$ cat src/tmr2_pkg.sv
/*
  tmr2_pkg: register map, field positions, reset values and carrier types
  for the capture/reload/up-down timer block.
  assumes: one 20 MHz system clock, synchronous reset, Avalon-MM slave access.
*/
package tmr2_pkg;

  // register byte addresses on the avalon bus (consecutive, one per register)
  localparam logic [7:0] TMR2_IDX_MAIN   = 8'hC8;  // main control / flags
  localparam logic [7:0] TMR2_IDX_MODE   = 8'hC9;  // mode control
  localparam logic [7:0] TMR2_IDX_RLD_LO = 8'hCA;  // reload value low
  localparam logic [7:0] TMR2_IDX_RLD_HI = 8'hCB;  // reload value high
  localparam logic [7:0] TMR2_IDX_CNT_LO = 8'hCC;  // count low byte
  localparam logic [7:0] TMR2_IDX_CNT_HI = 8'hCD;  // count high byte
  localparam logic [7:0] TMR2_IDX_CLKCFG = 8'hCE;  // clock config (prescaler)

  // main control bit positions
  localparam int TMR2_B_TF    = 7;  // overflow flag
  localparam int TMR2_B_EXF   = 6;  // external flag
  localparam int TMR2_B_RCLK  = 5;  // rx clock select
  localparam int TMR2_B_TX_CLOCK_SELECT  = 4;  // tx clock select
  localparam int TMR2_B_EXEN  = 3;  // external trigger enable
  localparam int TMR2_B_RUN   = 2;  // run control
  localparam int TMR2_B_CT    = 1;  // timer/counter select
  localparam int TMR2_B_CPRL  = 0;  // capture/reload select

  // mode control bit positions
  localparam int TMR2_B_OE    = 1;  // clock out enable
  localparam int TMR2_B_DOWN_COUNT_ENABLE  = 0;  // down count enable

  // clock config: prescaler in [3:0], double speed [4], compat mode [5]
  localparam int TMR2_B_X2    = 4;
  localparam int TMR2_B_COMPAT= 5;
  localparam int TMR2_PS_W    = 4;

  localparam logic [7:0]  TMR2_RST_BYTE = 8'h00;
  localparam logic [15:0] TMR2_MIN      = 16'h0000;
  localparam logic [15:0] TMR2_MAX      = 16'hFFFF;
  localparam logic [7:0]  TMR2_MODE_MSK = 8'h03;
  localparam logic [7:0]  TMR2_CFG_MSK  = 8'h3F;

  // decoded operating mode
  typedef enum logic [2:0] {
    TMR2_OFF,
    TMR2_RELOAD,
    TMR2_UPDOWN,
    TMR2_CAPTURE,
    TMR2_BAUD
  } tmr2_mode_t;

  // main control fields
  typedef struct packed {
    logic tf;
    logic exf;
    logic rclk;
    logic tx_clock_select;
    logic exen;
    logic run;
    logic ct;
    logic cprl;
  } tmr2_ctrl_t;

endpackage : tmr2_pkg

$ cat src/tmr2_timer.sv
/*
  tmr2_timer: 16-bit timer/counter with capture, auto-reload, up/down count,
  serial clock supply and toggling clock out, behind an avalon-mm slave.
  assumes: count and trigger pins are asynchronous and are synchronised here;
  the serial port consumes the one-cycle rx/tx clock pulses; the bus master
  holds each request until it sees waitrequest low, and every access takes
  two clocks; software clears both flags itself; hardware sets them, and toggles the external flag in up/down mode.
*/
// Our own choice: the Avalon-MM register port.
module tmr2_timer
  import tmr2_pkg::*;
(
  input  wire logic        clk_sys,          // 20 MHz system clock
  input  wire logic        rst,              // synchronous active-high reset
  input  wire logic [7:0]  avs_address,      // byte address
  input  wire logic        avs_read,         // read strobe
  input  wire logic        avs_write,        // write strobe
  input  wire logic [31:0] avs_writedata,    // write data, low byte used
  output logic      [31:0] avs_readdata,     // read data
  output logic             avs_waitrequest,  // stall until answer ready
  input  wire logic        count_input_pin_i,         // count pin input level
  output logic             count_input_pin_o,         // clock out level
  output logic             count_input_pin_oe_n,      // low while driving clock out
  input  wire logic        trigger_direction_input,   // trigger/direction pin
  input  wire logic        timer1_overflow,           // timer1 overflow pulse
  output logic             rx_clock,                  // serial rx clock pulse
  output logic             tx_clock,                  // serial tx clock pulse
  output logic             timer_irq                  // interrupt request level
);

  tmr2_ctrl_t  ctrl;           // main control/flags
  logic [7:0]  mode_reg;       // mode control
  logic [7:0]  clk_cfg;        // prescaler and speed bits
  logic [15:0] count;          // count high:low
  logic [15:0] reload;         // capture/reload high:low
  logic [1:0]  cnt_sync;       // count pin synchroniser
  logic [1:0]  trg_sync;       // trigger pin synchroniser
  logic        cnt_prev;       // previous synced count sample
  logic        trg_prev;       // previous synced trigger sample
  logic [TMR2_PS_W-1:0] ps_cnt;  // prescale divider
  logic        ps_half;        // extra halving for compat double speed
  tmr2_mode_t  mode;           // decoded mode

  wire logic cnt_lvl = cnt_sync[1];
  wire logic trg_lvl = trg_sync[1];
  wire logic serial  = ctrl.rclk | ctrl.tx_clock_select;
  wire logic clk_out_en = mode_reg[TMR2_B_OE] & ~ctrl.ct;
  wire logic down_count_enable    = mode_reg[TMR2_B_DOWN_COUNT_ENABLE];

  // mode decode: serial and clock-out bits take priority over capture select.
  // a cleared run bit beats everything, so a stopped timer never ticks, wraps
  // or reloads, whatever the other control bits say
  always_comb
  begin
    if (!ctrl.run)
      mode = TMR2_OFF;
    else if (serial || mode_reg[TMR2_B_OE])
      mode = TMR2_BAUD;
    else if (ctrl.cprl)
      mode = TMR2_CAPTURE;
    else if (down_count_enable && ctrl.exen)
      mode = TMR2_UPDOWN;
    else
      mode = TMR2_RELOAD;
  end

  // pin synchronisers, two flops before any logic.
  // they reset to the idle-high pin level so that releasing reset never looks
  // like a falling edge; only the second stage feeds the edge detectors
  always_ff @(posedge clk_sys)
  begin
    if (rst)
    begin
      cnt_sync <= 2'h3;
      trg_sync <= 2'h3;
      cnt_prev <= 1'b1;
      trg_prev <= 1'b1;
    end
    else
    begin
      cnt_sync <= {cnt_sync[0], count_input_pin_i};
      trg_sync <= {trg_sync[0], trigger_direction_input};
      cnt_prev <= cnt_lvl;
      trg_prev <= trg_lvl;
    end
  end

  // a falling edge is one high sample followed by one low sample, so each pin
  // level must stand for a full clock to be seen; latency is three clocks
  wire logic trg_fall = trg_prev & ~trg_lvl;
  wire logic cnt_fall = cnt_prev & ~cnt_lvl;

  // prescaler tick; generator modes bypass it.
  // fast mode uses the divider only with double speed set, compat mode always;
  // the divider runs free, so the first tick after a start lands within one
  // prescale period rather than exactly on it
  logic ps_use;
  logic ps_wrap;
  always_comb
  begin
    ps_use  = clk_cfg[TMR2_B_COMPAT] | clk_cfg[TMR2_B_X2];
    ps_wrap = (ps_cnt == clk_cfg[TMR2_PS_W-1:0]);
  end

  always_ff @(posedge clk_sys)
  begin
    if (rst)
    begin
      ps_cnt  <= '0;
      ps_half <= 1'b0;
    end
    else if (ps_wrap)
    begin
      ps_cnt  <= '0;
      ps_half <= ~ps_half;
    end
    else
      ps_cnt <= ps_cnt + 1'b1;
  end

  // compat plus double speed waits for two prescale wraps, which doubles the
  // timeout as the speed bit promises in that mode
  logic timer_tick;
  always_comb
  begin
    if (mode == TMR2_BAUD || !ps_use)
      timer_tick = 1'b1;
    else if (clk_cfg[TMR2_B_COMPAT] && clk_cfg[TMR2_B_X2])
      timer_tick = ps_wrap & ps_half;
    else
      timer_tick = ps_wrap;
  end

  // count tick: pin edges in counter mode, else timer ticks.
  // direction is only ever down in up/down mode with the trigger pin low;
  // underflow means stepping down from the reload value, not from zero
  logic tick;
  logic up;
  logic ovf;
  logic unf;
  always_comb
  begin
    tick = (mode != TMR2_OFF) && (ctrl.ct ? cnt_fall : timer_tick);
    up   = (mode != TMR2_UPDOWN) || trg_lvl;
    ovf  = tick && up && (count == TMR2_MAX);
    unf  = tick && !up && (count == reload);
  end

  // external trigger: ignored while clocking the serial port for reload.
  // in the generator modes it still sets the external flag, which lets software
  // use the pin as a spare interrupt source; up/down mode uses it as direction
  wire logic ext_evt = ctrl.exen && trg_fall && (mode != TMR2_OFF) && (mode != TMR2_UPDOWN);

  // bus qualifiers: a write lands only at the edge where waitrequest is seen low,
  // so a stalled write never changes state twice
  wire logic       bus_req = avs_read || avs_write;          // any strobe
  wire logic       bus_wr  = avs_write && !avs_waitrequest;  // write commit edge
  wire logic       rd_load = avs_read && avs_waitrequest;    // first read cycle
  wire logic [7:0] wbyte   = avs_writedata[7:0];             // only the low byte is used

  // counter datapath and capture register
  always_ff @(posedge clk_sys)
  begin
    if (rst)
    begin
      count  <= TMR2_MIN;
      reload <= TMR2_MIN;
    end
    else
    begin
      if (ovf)
      begin
        if (mode == TMR2_CAPTURE)
          count <= TMR2_MIN;
        else
          count <= reload;
      end
      else if (unf)
        count <= TMR2_MAX;
      else if (ext_evt && !serial && mode == TMR2_RELOAD)
        count <= reload;
      else if (tick)
        count <= up ? count + 16'h0001 : count - 16'h0001;
      // limitation: a count write that meets a tick or a reload is lost,
      // so software stops the timer before it loads a new count
      else if (bus_wr && avs_address == TMR2_IDX_CNT_LO)
        count[7:0] <= wbyte;
      else if (bus_wr && avs_address == TMR2_IDX_CNT_HI)
        count[15:8] <= wbyte;
      if (ext_evt && !serial && mode == TMR2_CAPTURE)
        reload <= count;
      else if (bus_wr && avs_address == TMR2_IDX_RLD_LO)
        reload[7:0] <= wbyte;
      else if (bus_wr && avs_address == TMR2_IDX_RLD_HI)
        reload[15:8] <= wbyte;
    end
  end

  // control register and flags; hardware set wins over software clear.
  // a clear that meets a set in the same cycle is dropped: losing an event
  // is worse than software having to clear once more
  logic next_tf;
  logic next_exf;
  always_comb
  begin
    next_tf  = ctrl.tf;
    next_exf = ctrl.exf;
    if (bus_wr && avs_address == TMR2_IDX_MAIN)
    begin
      next_tf  = wbyte[TMR2_B_TF];
      next_exf = wbyte[TMR2_B_EXF];
    end
    if ((ovf || unf) && !serial && !mode_reg[TMR2_B_OE])
      next_tf = 1'b1;
    if (mode == TMR2_UPDOWN && (ovf || unf))
      next_exf = ~ctrl.exf;
    else if (ext_evt)
      next_exf = 1'b1;
  end

  always_ff @(posedge clk_sys)
  begin
    if (rst)
      ctrl <= tmr2_ctrl_t'(TMR2_RST_BYTE);
    else
    begin
      if (bus_wr && avs_address == TMR2_IDX_MAIN)
        ctrl <= tmr2_ctrl_t'(wbyte);
      ctrl.tf  <= next_tf;
      ctrl.exf <= next_exf;
    end
  end

  // mode and clock config registers
  always_ff @(posedge clk_sys)
  begin
    if (rst)
    begin
      mode_reg <= TMR2_RST_BYTE;
      clk_cfg  <= TMR2_RST_BYTE;
    end
    else if (bus_wr && avs_address == TMR2_IDX_MODE)
      mode_reg <= wbyte & TMR2_MODE_MSK;
    else if (bus_wr && avs_address == TMR2_IDX_CLKCFG)
      clk_cfg <= wbyte & TMR2_CFG_MSK;
  end

  // serial clocks and clock out pin.
  // the serial pulses trail the overflow by one clock; the pin toggles only
  // while it is driven, so it starts from a known level after reset
  always_ff @(posedge clk_sys)
  begin
    if (rst)
    begin
      rx_clock             <= 1'b0;
      tx_clock             <= 1'b0;
      count_input_pin_o    <= 1'b0;
      count_input_pin_oe_n <= 1'b1;
    end
    else
    begin
      rx_clock <= ctrl.rclk ? ovf : timer1_overflow;
      tx_clock <= ctrl.tx_clock_select ? ovf : timer1_overflow;
      count_input_pin_oe_n <= ~clk_out_en;
      if (clk_out_en && ovf)
        count_input_pin_o <= ~count_input_pin_o;
    end
  end

  // interrupt level; external flag silent in up/down mode, where it only
  // serves as the seventeenth count bit
  always_ff @(posedge clk_sys)
  begin
    if (rst)
      timer_irq <= 1'b0;
    else
      timer_irq <= ctrl.tf | (ctrl.exf & ~down_count_enable);
  end

  // avalon slave: waitrequest is a flop, high while idle and in the first cycle
  // of a request, low for exactly the second; the edge at which the master sees
  // it low ends the transfer. every access costs two clocks, but no path runs
  // from the strobes straight back to the master
  always_ff @(posedge clk_sys)
  begin
    if (rst)
      avs_waitrequest <= 1'b1;                   // stall until a request is seen
    else if (bus_req && avs_waitrequest)
      avs_waitrequest <= 1'b0;                   // answer in the second cycle
    else
      avs_waitrequest <= 1'b1;                   // idle, or transfer just ended
  end

  // read mux; unmapped addresses read zero.
  // loaded only in the first cycle of a read, so the data stand until the next read
  always_ff @(posedge clk_sys)
  begin
    if (rst)
      avs_readdata <= 32'h0000_0000;
    else if (rd_load)
    begin
      // the answer edge comes one clock later and sees this value
      unique case (avs_address)
        TMR2_IDX_MAIN:   avs_readdata <= {24'h000000, ctrl};
        TMR2_IDX_MODE:   avs_readdata <= {24'h000000, mode_reg};
        TMR2_IDX_RLD_LO: avs_readdata <= {24'h000000, reload[7:0]};
        TMR2_IDX_RLD_HI: avs_readdata <= {24'h000000, reload[15:8]};
        TMR2_IDX_CNT_LO: avs_readdata <= {24'h000000, count[7:0]};
        TMR2_IDX_CNT_HI: avs_readdata <= {24'h000000, count[15:8]};
        TMR2_IDX_CLKCFG: avs_readdata <= {24'h000000, clk_cfg};
        default:         avs_readdata <= 32'h0000_0000;
      endcase
    end
  end

endmodule : tmr2_timer

$ cat config.mk
export PLATFORM = sky130hd
export DESIGN_NAME = tmr2_timer
export DESIGN_NICKNAME = d
export VERILOG_FILES = /design/src/tmr2_pkg.sv /design/src/tmr2_timer.sv
export SDC_FILE = /design/constraint.sdc
export NUM_CORES = 1
export LEC_CHECK = 0
export BUFFER_PORTS_ARGS = -buffer_cell sky130_fd_sc_hd__buf_2
export CELL_PAD_IN_SITES_DETAIL_PLACEMENT = 2
export CELL_PAD_IN_SITES_GLOBAL_PLACEMENT = 2
export CORE_MARGIN = 8
export CORE_UTILIZATION = 33
export CTS_CLUSTER_SIZE = 25
export DETAILED_ROUTE_END_ITERATION = 8
export HOLD_SLACK_MARGIN = 0.02
export PLACE_DENSITY_LB_ADDON = 0.05
export SKIP_LAST_GASP = 1
export SYNTH_ARGS = -nofsm -noshare
export SYNTH_HDL_FRONTEND = slang
export SYNTH_SLANG_ARGS = --single-unit
$ cat constraint.sdc
create_clock -name clk_sys -period 3.85 [get_ports clk_sys]
set_clock_uncertainty 0.1 [all_clocks]
set_input_delay 0.1925 -clock clk_sys [delete_from_list [all_inputs] [get_ports clk_sys]]
set_output_delay 0.1925 -clock clk_sys [all_outputs]
set_load 0.02 [all_outputs]
==> Yosys cells after proc, flatten, opt, wreduce, memory -nomap -nowiden <==
Index checks and enable logic that the tools add are counted.
{ "totals": {"elab_cells": 141, "output_inout_bits": 38, "regBits": 97} }
{ "classes": {"n_mux": 29, "n_reduce_logical": 48, "bitwise": 17, "n_addsub": 3, "eq_ne": 17} }
{ "op_table": {"columns": ["cell", "count"], "rows": [
  ["2-to-1 mux 16 bit", 7],
  ["== test 8 bit, second input constant", 7],
  ["one-hot mux 8 bit (7 select lines)", 1],
  ["2-to-1 mux 8 bit", 6],
  ["logical AND 1 bit", 27],
  ["adder 16 x 1 -> 16 bit, second input constant", 1],
  ["== test 16 bit", 1],
  ["== test 16 bit, second input constant", 1],
  ["subtractor 16 x 1 -> 16 bit, second input constant", 1],
  ["2-to-1 mux 1 bit", 11],
  ["nonzero test 5 bit", 2],
  ["inverter 1 bit", 9],
  ["== test 3 x 2 -> 1 bit, second input constant", 2],
  ["2-to-1 mux 3 bit", 2],
  ["AND reduction 2 bit", 3],
  ["nonzero test 2 bit", 3],
  ["nonzero test 3 bit", 2],
  ["AND 1 bit", 5],
  ["logical NOT 1 bit", 5],
  ["logical OR 1 bit", 5],
  ["inequality test 5 bit, second input constant", 1],
  ["adder 4 x 1 -> 4 bit, second input constant", 1],
  ["== test 4 bit", 1],
  ["2-to-1 mux 2 bit", 2],
  ["other kinds (6)", 8]
]} }

==> Logic depth before layout (Yosys ltp) <==
{ "depth": {"word_depth": 16, "mapped_depth": 12, "ltp_nobuf": 11} }

==> Worst setup path before layout <==
Ideal clock, no wire load.
{ "synth_path": {"path_kind": "reg2reg", "from": "reg ctrl[4] (netlist name)", "to": "reg count[14]", "synth_period_minus_slack_ns": 2.919, "arrival_ns": 2.700, "stages_incl_launch_ff": 12, "path_buffers": 1, "slack_ns": 0.931, "t_required_ns": 3.631, "cell_sequence": "dfxtp_1 > buf_2 > nor4_2 > nand2_1 > xnor2_1 > ha_1 > or4_1 > or4_1 > nand2_1 > a211oi_1 > o211ai_1 > nand2_1"} }
{ "synth_via": {"elab_chain_cells": 13, "elab_cells_between_ends": 33, "cone_classes": "eq/ne: 5; mux: 10; bitwise: 1; reduce/logical: 17"} }
{ "synth_lines": {"columns": ["element", "line", "source"], "rows": [
  ["from (decl)", "tmr2_timer.sv:31", "tmr2_ctrl_t ctrl;"],
  ["from (signal assigned)", "tmr2_timer.sv:224", "ctrl <= tmr2_ctrl_t'(TMR2_RST_BYTE);"],
  ["from (signal assigned)", "tmr2_timer.sv:228", "ctrl <= tmr2_ctrl_t'(wbyte);"],
  ["OR 1 bit (*)", "tmr2_timer.sv:46", "wire logic serial = ctrl.rclk | ctrl.tx_clock_select;"],
  ["logical OR 1 bit", "tmr2_timer.sv:57", "else if (serial || mode_reg[TMR2_B_OE])"],
  ["2-to-1 mux 3 bit", "tmr2_timer.sv:57", null],
  ["2-to-1 mux 3 bit", "tmr2_timer.sv:55", "if (!ctrl.run)"],
  ["== test 3 bit", "tmr2_timer.sv:126", "if (mode == TMR2_BAUD || !ps_use)"],
  ["logical OR 1 bit", "tmr2_timer.sv:126", null],
  ["2-to-1 mux 1 bit", "tmr2_timer.sv:126", null],
  ["2-to-1 mux 1 bit", "tmr2_timer.sv:143", "tick = (mode != TMR2_OFF) && (ctrl.ct ? cnt_fall : timer_tick);"],
  ["logical AND 1 bit", "tmr2_timer.sv:143", null],
  ["logical AND 1 bit (tied with other cells) (2 in a row)", "tmr2_timer.sv:145", "ovf = tick && up && (count == TMR2_MAX);"],
  ["inequality test 5 bit (no source line) (tied with other cells)", null, null],
  ["AND reduction 2 bit (no source line) or 2-to-1 mux 16 bit (tied branches)", null, null],
  ["to (signal assigned)", "tmr2_timer.sv:176", "count <= reload;"],
  ["to (signal assigned)", "tmr2_timer.sv:181", "count <= reload;"],
  ["to (signal assigned)", "tmr2_timer.sv:183", "count <= up ? count + 16'h0001 : count - 16'h0001;"],
  ["to (decl)", "tmr2_timer.sv:34", "logic [15:0] count;"]
]} }
Every way passes the cells marked *; elsewhere a longest branch is shown, timed or not.
A chain may end at the register's enable or synchronous reset.

==> Worst setup path after layout <==
{ "layout_path": {"from": "reg ctrl[5] (netlist name)", "to": "reg count[14]"} }
Same word-level chain as after synthesis.

==> results list <==
- The flow ran to the end, and the final reports show no timing, DRC or antenna violations.
- Half-perimeter wire length after placement: ~16000 um
- Antenna fix cells: 0
* All-layer global routing usage: around 23%
- TritonCTS built the clock tree.
- Once the clock tree was built, the resizer swapped 0 gates to a different size.
- Fill cells in the final layout number 1718.
* Cell count after synthesis: 624
- The critical path in this run is classified as flop to flop.
* Share of layout cells above drive strength 1: ~15%
- Remaining design rule violation count: 0
* Startpoint of the most critical setup path: ctrl[5]
* Worst path arrival time: between 3 and 4 ns
- PD cells: approximately 330 nW/um^2
- The via count of the first global-routing pass is 5173.
* Max-slew violation total from the final report: 0
* Number of cells in the finished layout apart from fillers: between 800 and 900
* DR vias: between 4000 and 5000
- Number of endpoints failing setup at the final stage: 0
* X dimension of the die: roughly 140 um
- Using the TritonRoute via totals, the vias-per-cell ratio works out to 5.88.
* Global-route wire length before repair: ~32000 um
- The startpoint identified for the worst hold timing path is avs_writedata[5].
- At the pin with the least slew margin, the transition time is ~1.1 ns.
- # hold bufs at CTS: 5
- Initial DRT Pass Iterations: 6
* Share of the synthesized area in the top cell type: 30.1%
- The biggest area contributor in the post-synthesis netlist is dfxtp_1.
- Class of the tightest hold or removal check: input pin to flop
* Share of the clock period used by the worst path after layout: 85.7%
- Post-route minimum period: between 3 and 4 ns
- Port buffer count: 36
- Summing every instance area after synthesis gives 4850 sq um.
- Std cell rows: 44
- Reg-to-Reg Start: ctrl[5]
* Gp weighted congestion: roughly 0.87
- RSZ-0062 raised after global routing: false
- Static timing analysis puts the maximum clock frequency at 303 MHz.
- Once placement completed, the tool counted placed cells totaling ~820.
- Cells taking the most area after synthesis: dfxtp_1 30%, nand2_1 6.1%, nor2_1 4.8%
- Summed negative setup slack over all endpoints: 0 ns
- Final global-route overflow total: 0
- Largest fanout of any net on the critical path: 7
* Largest net degree at the start of global routing: 36
* Initial DRC Count: 350
* Antenna violations before repair: 0
* Top Layer Used: met4
* Worst hold margin: 0.108 ns
* Number of top-level pins: 85
- Root Buffer Master: clkbuf_16
- The area growth from synthesis to layout is 13.0%.
- The routed design has between 20000 and 25000 um of wire.
* Total of max-cap violations: 0
* Routed length on met3: just over 1000 um
- After clock tree synthesis, the clock-pin slew on the worst setup and hold paths is 0.06 ns.
- Ys async rst share: 0%
- Post-Synthesis Mean Instance Area: around 8 sq um
- Largest registers: count: 16 flops, reload: 16 flops
* Count of flip-flops with a built-in enable after synthesis: 0
* Amount of wire on met2 after detailed routing: just over 10000 um
- The worst setup path is captured at a flop.
* Sequential area share after synthesis: approximately 30%
* Number of distinct library cells after synthesis: 74
- Post-CTS timing repair inserted 0 buffers for setup.
* Reported leakage power: 2.10 nW
- The worst-case IR drop observed on VDD is 0.205 mV.
* Critical path startpoint category: flop
- Met1 routed wirelength after detailed routing: around 9400 um
- Ys Warns: 0
- The finished cells cover about 5500 sq um.
* Final Core Density: between 30% and 40%
- The clock passes through at most 2 buffers.
- Starting utilization of the core area: between 30 and 40%
- Worst rel slew slack: roughly a quarter
* Area after detailed placement: 5110 sq um
- Chip height: 137 um
- Counting the buffers created by CTS gives 9.
- For this run, the post-layout net count is approximately 700.
- In the synthesized netlist the dominant register cell turns out to be dfxtp_1.
- Area enclosed by the die boundary: between 15000 and 20000 sq um
* Core Box Area: 14400 sq um
- Clock latency on the worst-skew pair, taken at its later pin, is 0.35 ns.
- The tree built by TritonCTS fans out to between 70 and 80 sinks.
* Wirelength per Cell: 25.2 um
- In this run the remaining antenna-violating nets after routing total 0.
* Count of H-tree levels built during CTS: 3
- Counting flops and latches in the post-synthesis netlist gives between 70 and 80.
* Worst endpoint required time: just over 4 ns
* Hold violation count in the final report: 0
critical path, stage by stage (launching register included):
cell,delay [ns]
dfxtp_1,0.41
nor4_2,0.51
nand2_1,0.17
xnor2_1,0.16
ha_1,0.29
or4_1,0.65
or4_1,0.46
a21oi_1,0.17
a22o_1,0.15
o21ai_0,0.09
nand2_1,0.08
cells in the mapped netlist, types with 12 or more instances:
cell type	instances
xnor2_1	26
nand2_1	79
nor2_1	62
mux2i_1	22
nor3_1	14
a21oi_1	34
o21ai_0	25
buf_2	12
buf_4	25
nand3_1	22
a211oi_1	13
clkbuf_1	29
dfxtp_1	73
where the power goes:
group,internal (mW),switching (mW)
clock,0.572,0.371
sequential,0.761,0.00321
combinational,0.0297,0.0855
metal layers:
| layer | global-route usage [%] | up-vias |
|---|---|---|
| met5 | 0 | - |
| met4 | 5.97 | 0 |
| met3 | 4.12 | 20 |
| met2 | 38.7 | 130 |
| met1 | 29.5 | 2510 |
| li1 | - | 2258 |
cells by family (layout without fill, tap and decap cells):
| group | count (synthesis) | count (layout) | share of synthesized area [%] |
|---|---|---|---|
| and+or+nand+nor | 258 | 258 | 26.3 |
| AOI/OAI and AO/OA | 151 | 151 | 22.0 |
| buffers and inverters | 78 | 84 | 8.59 |
| DFF | 73 | 73 | 30.1 |
| xor gates and xnor gates | 33 | 33 | 5.96 |
| muxes | 28 | 28 | 6.39 |
| adders and majority gates | 2 | 2 | 0.516 |
| other | 1 | 24 | 0.0773 |
placed cells by master (no fill, tap or decap), drive strengths merged, types with 10 or more instances in the layout:
cell type | synthesis | layout
a211oi | 14 | 14
a21oi | 34 | 34
and2 | 11 | 11
buf | 43 | 57
clkbuf | 29 | 10
conb | 1 | 24
dfxtp | 73 | 73
mux2i | 22 | 22
nand2 | 79 | 79
nand3 | 22 | 22
nand4 | 11 | 11
nor2 | 62 | 62
nor3 | 15 | 15
o21ai | 35 | 35
xnor2 | 26 | 26
final cells by class:
cell class	count	area, sq um	area share, %
tap	184	230	4.20
inverter	6	22.5	0.411
multi-input combinational	496	3060	55.8
clock buffer	10	229	4.18
timing repair buffer	62	388	7.08
sequential	73	1460	26.7
clock inverter	6	90.1	1.64
per-stage QoR:
step | setup slack [ns] | power, mW
CTS | 0.570 | 1.85
finish | 0.550 | 1.82
global route | 0.341 | 1.88
global placement | 0.643 | 0.887
floorplan | 0.931 | 0.863
detailed placement | 0.600 | 0.890
worst paths after layout:
path	to	slack, ns	depth (start not counted)
worst min register to register	trg_sync[1]	0.31	1
worst max register to register	count[14]	0.55	10
worst min-delay path	ctrl[5]	0.11	3
worst max-delay path	count[14]	0.55	10
No activity file was read; power rests on OpenSTA's default activity.
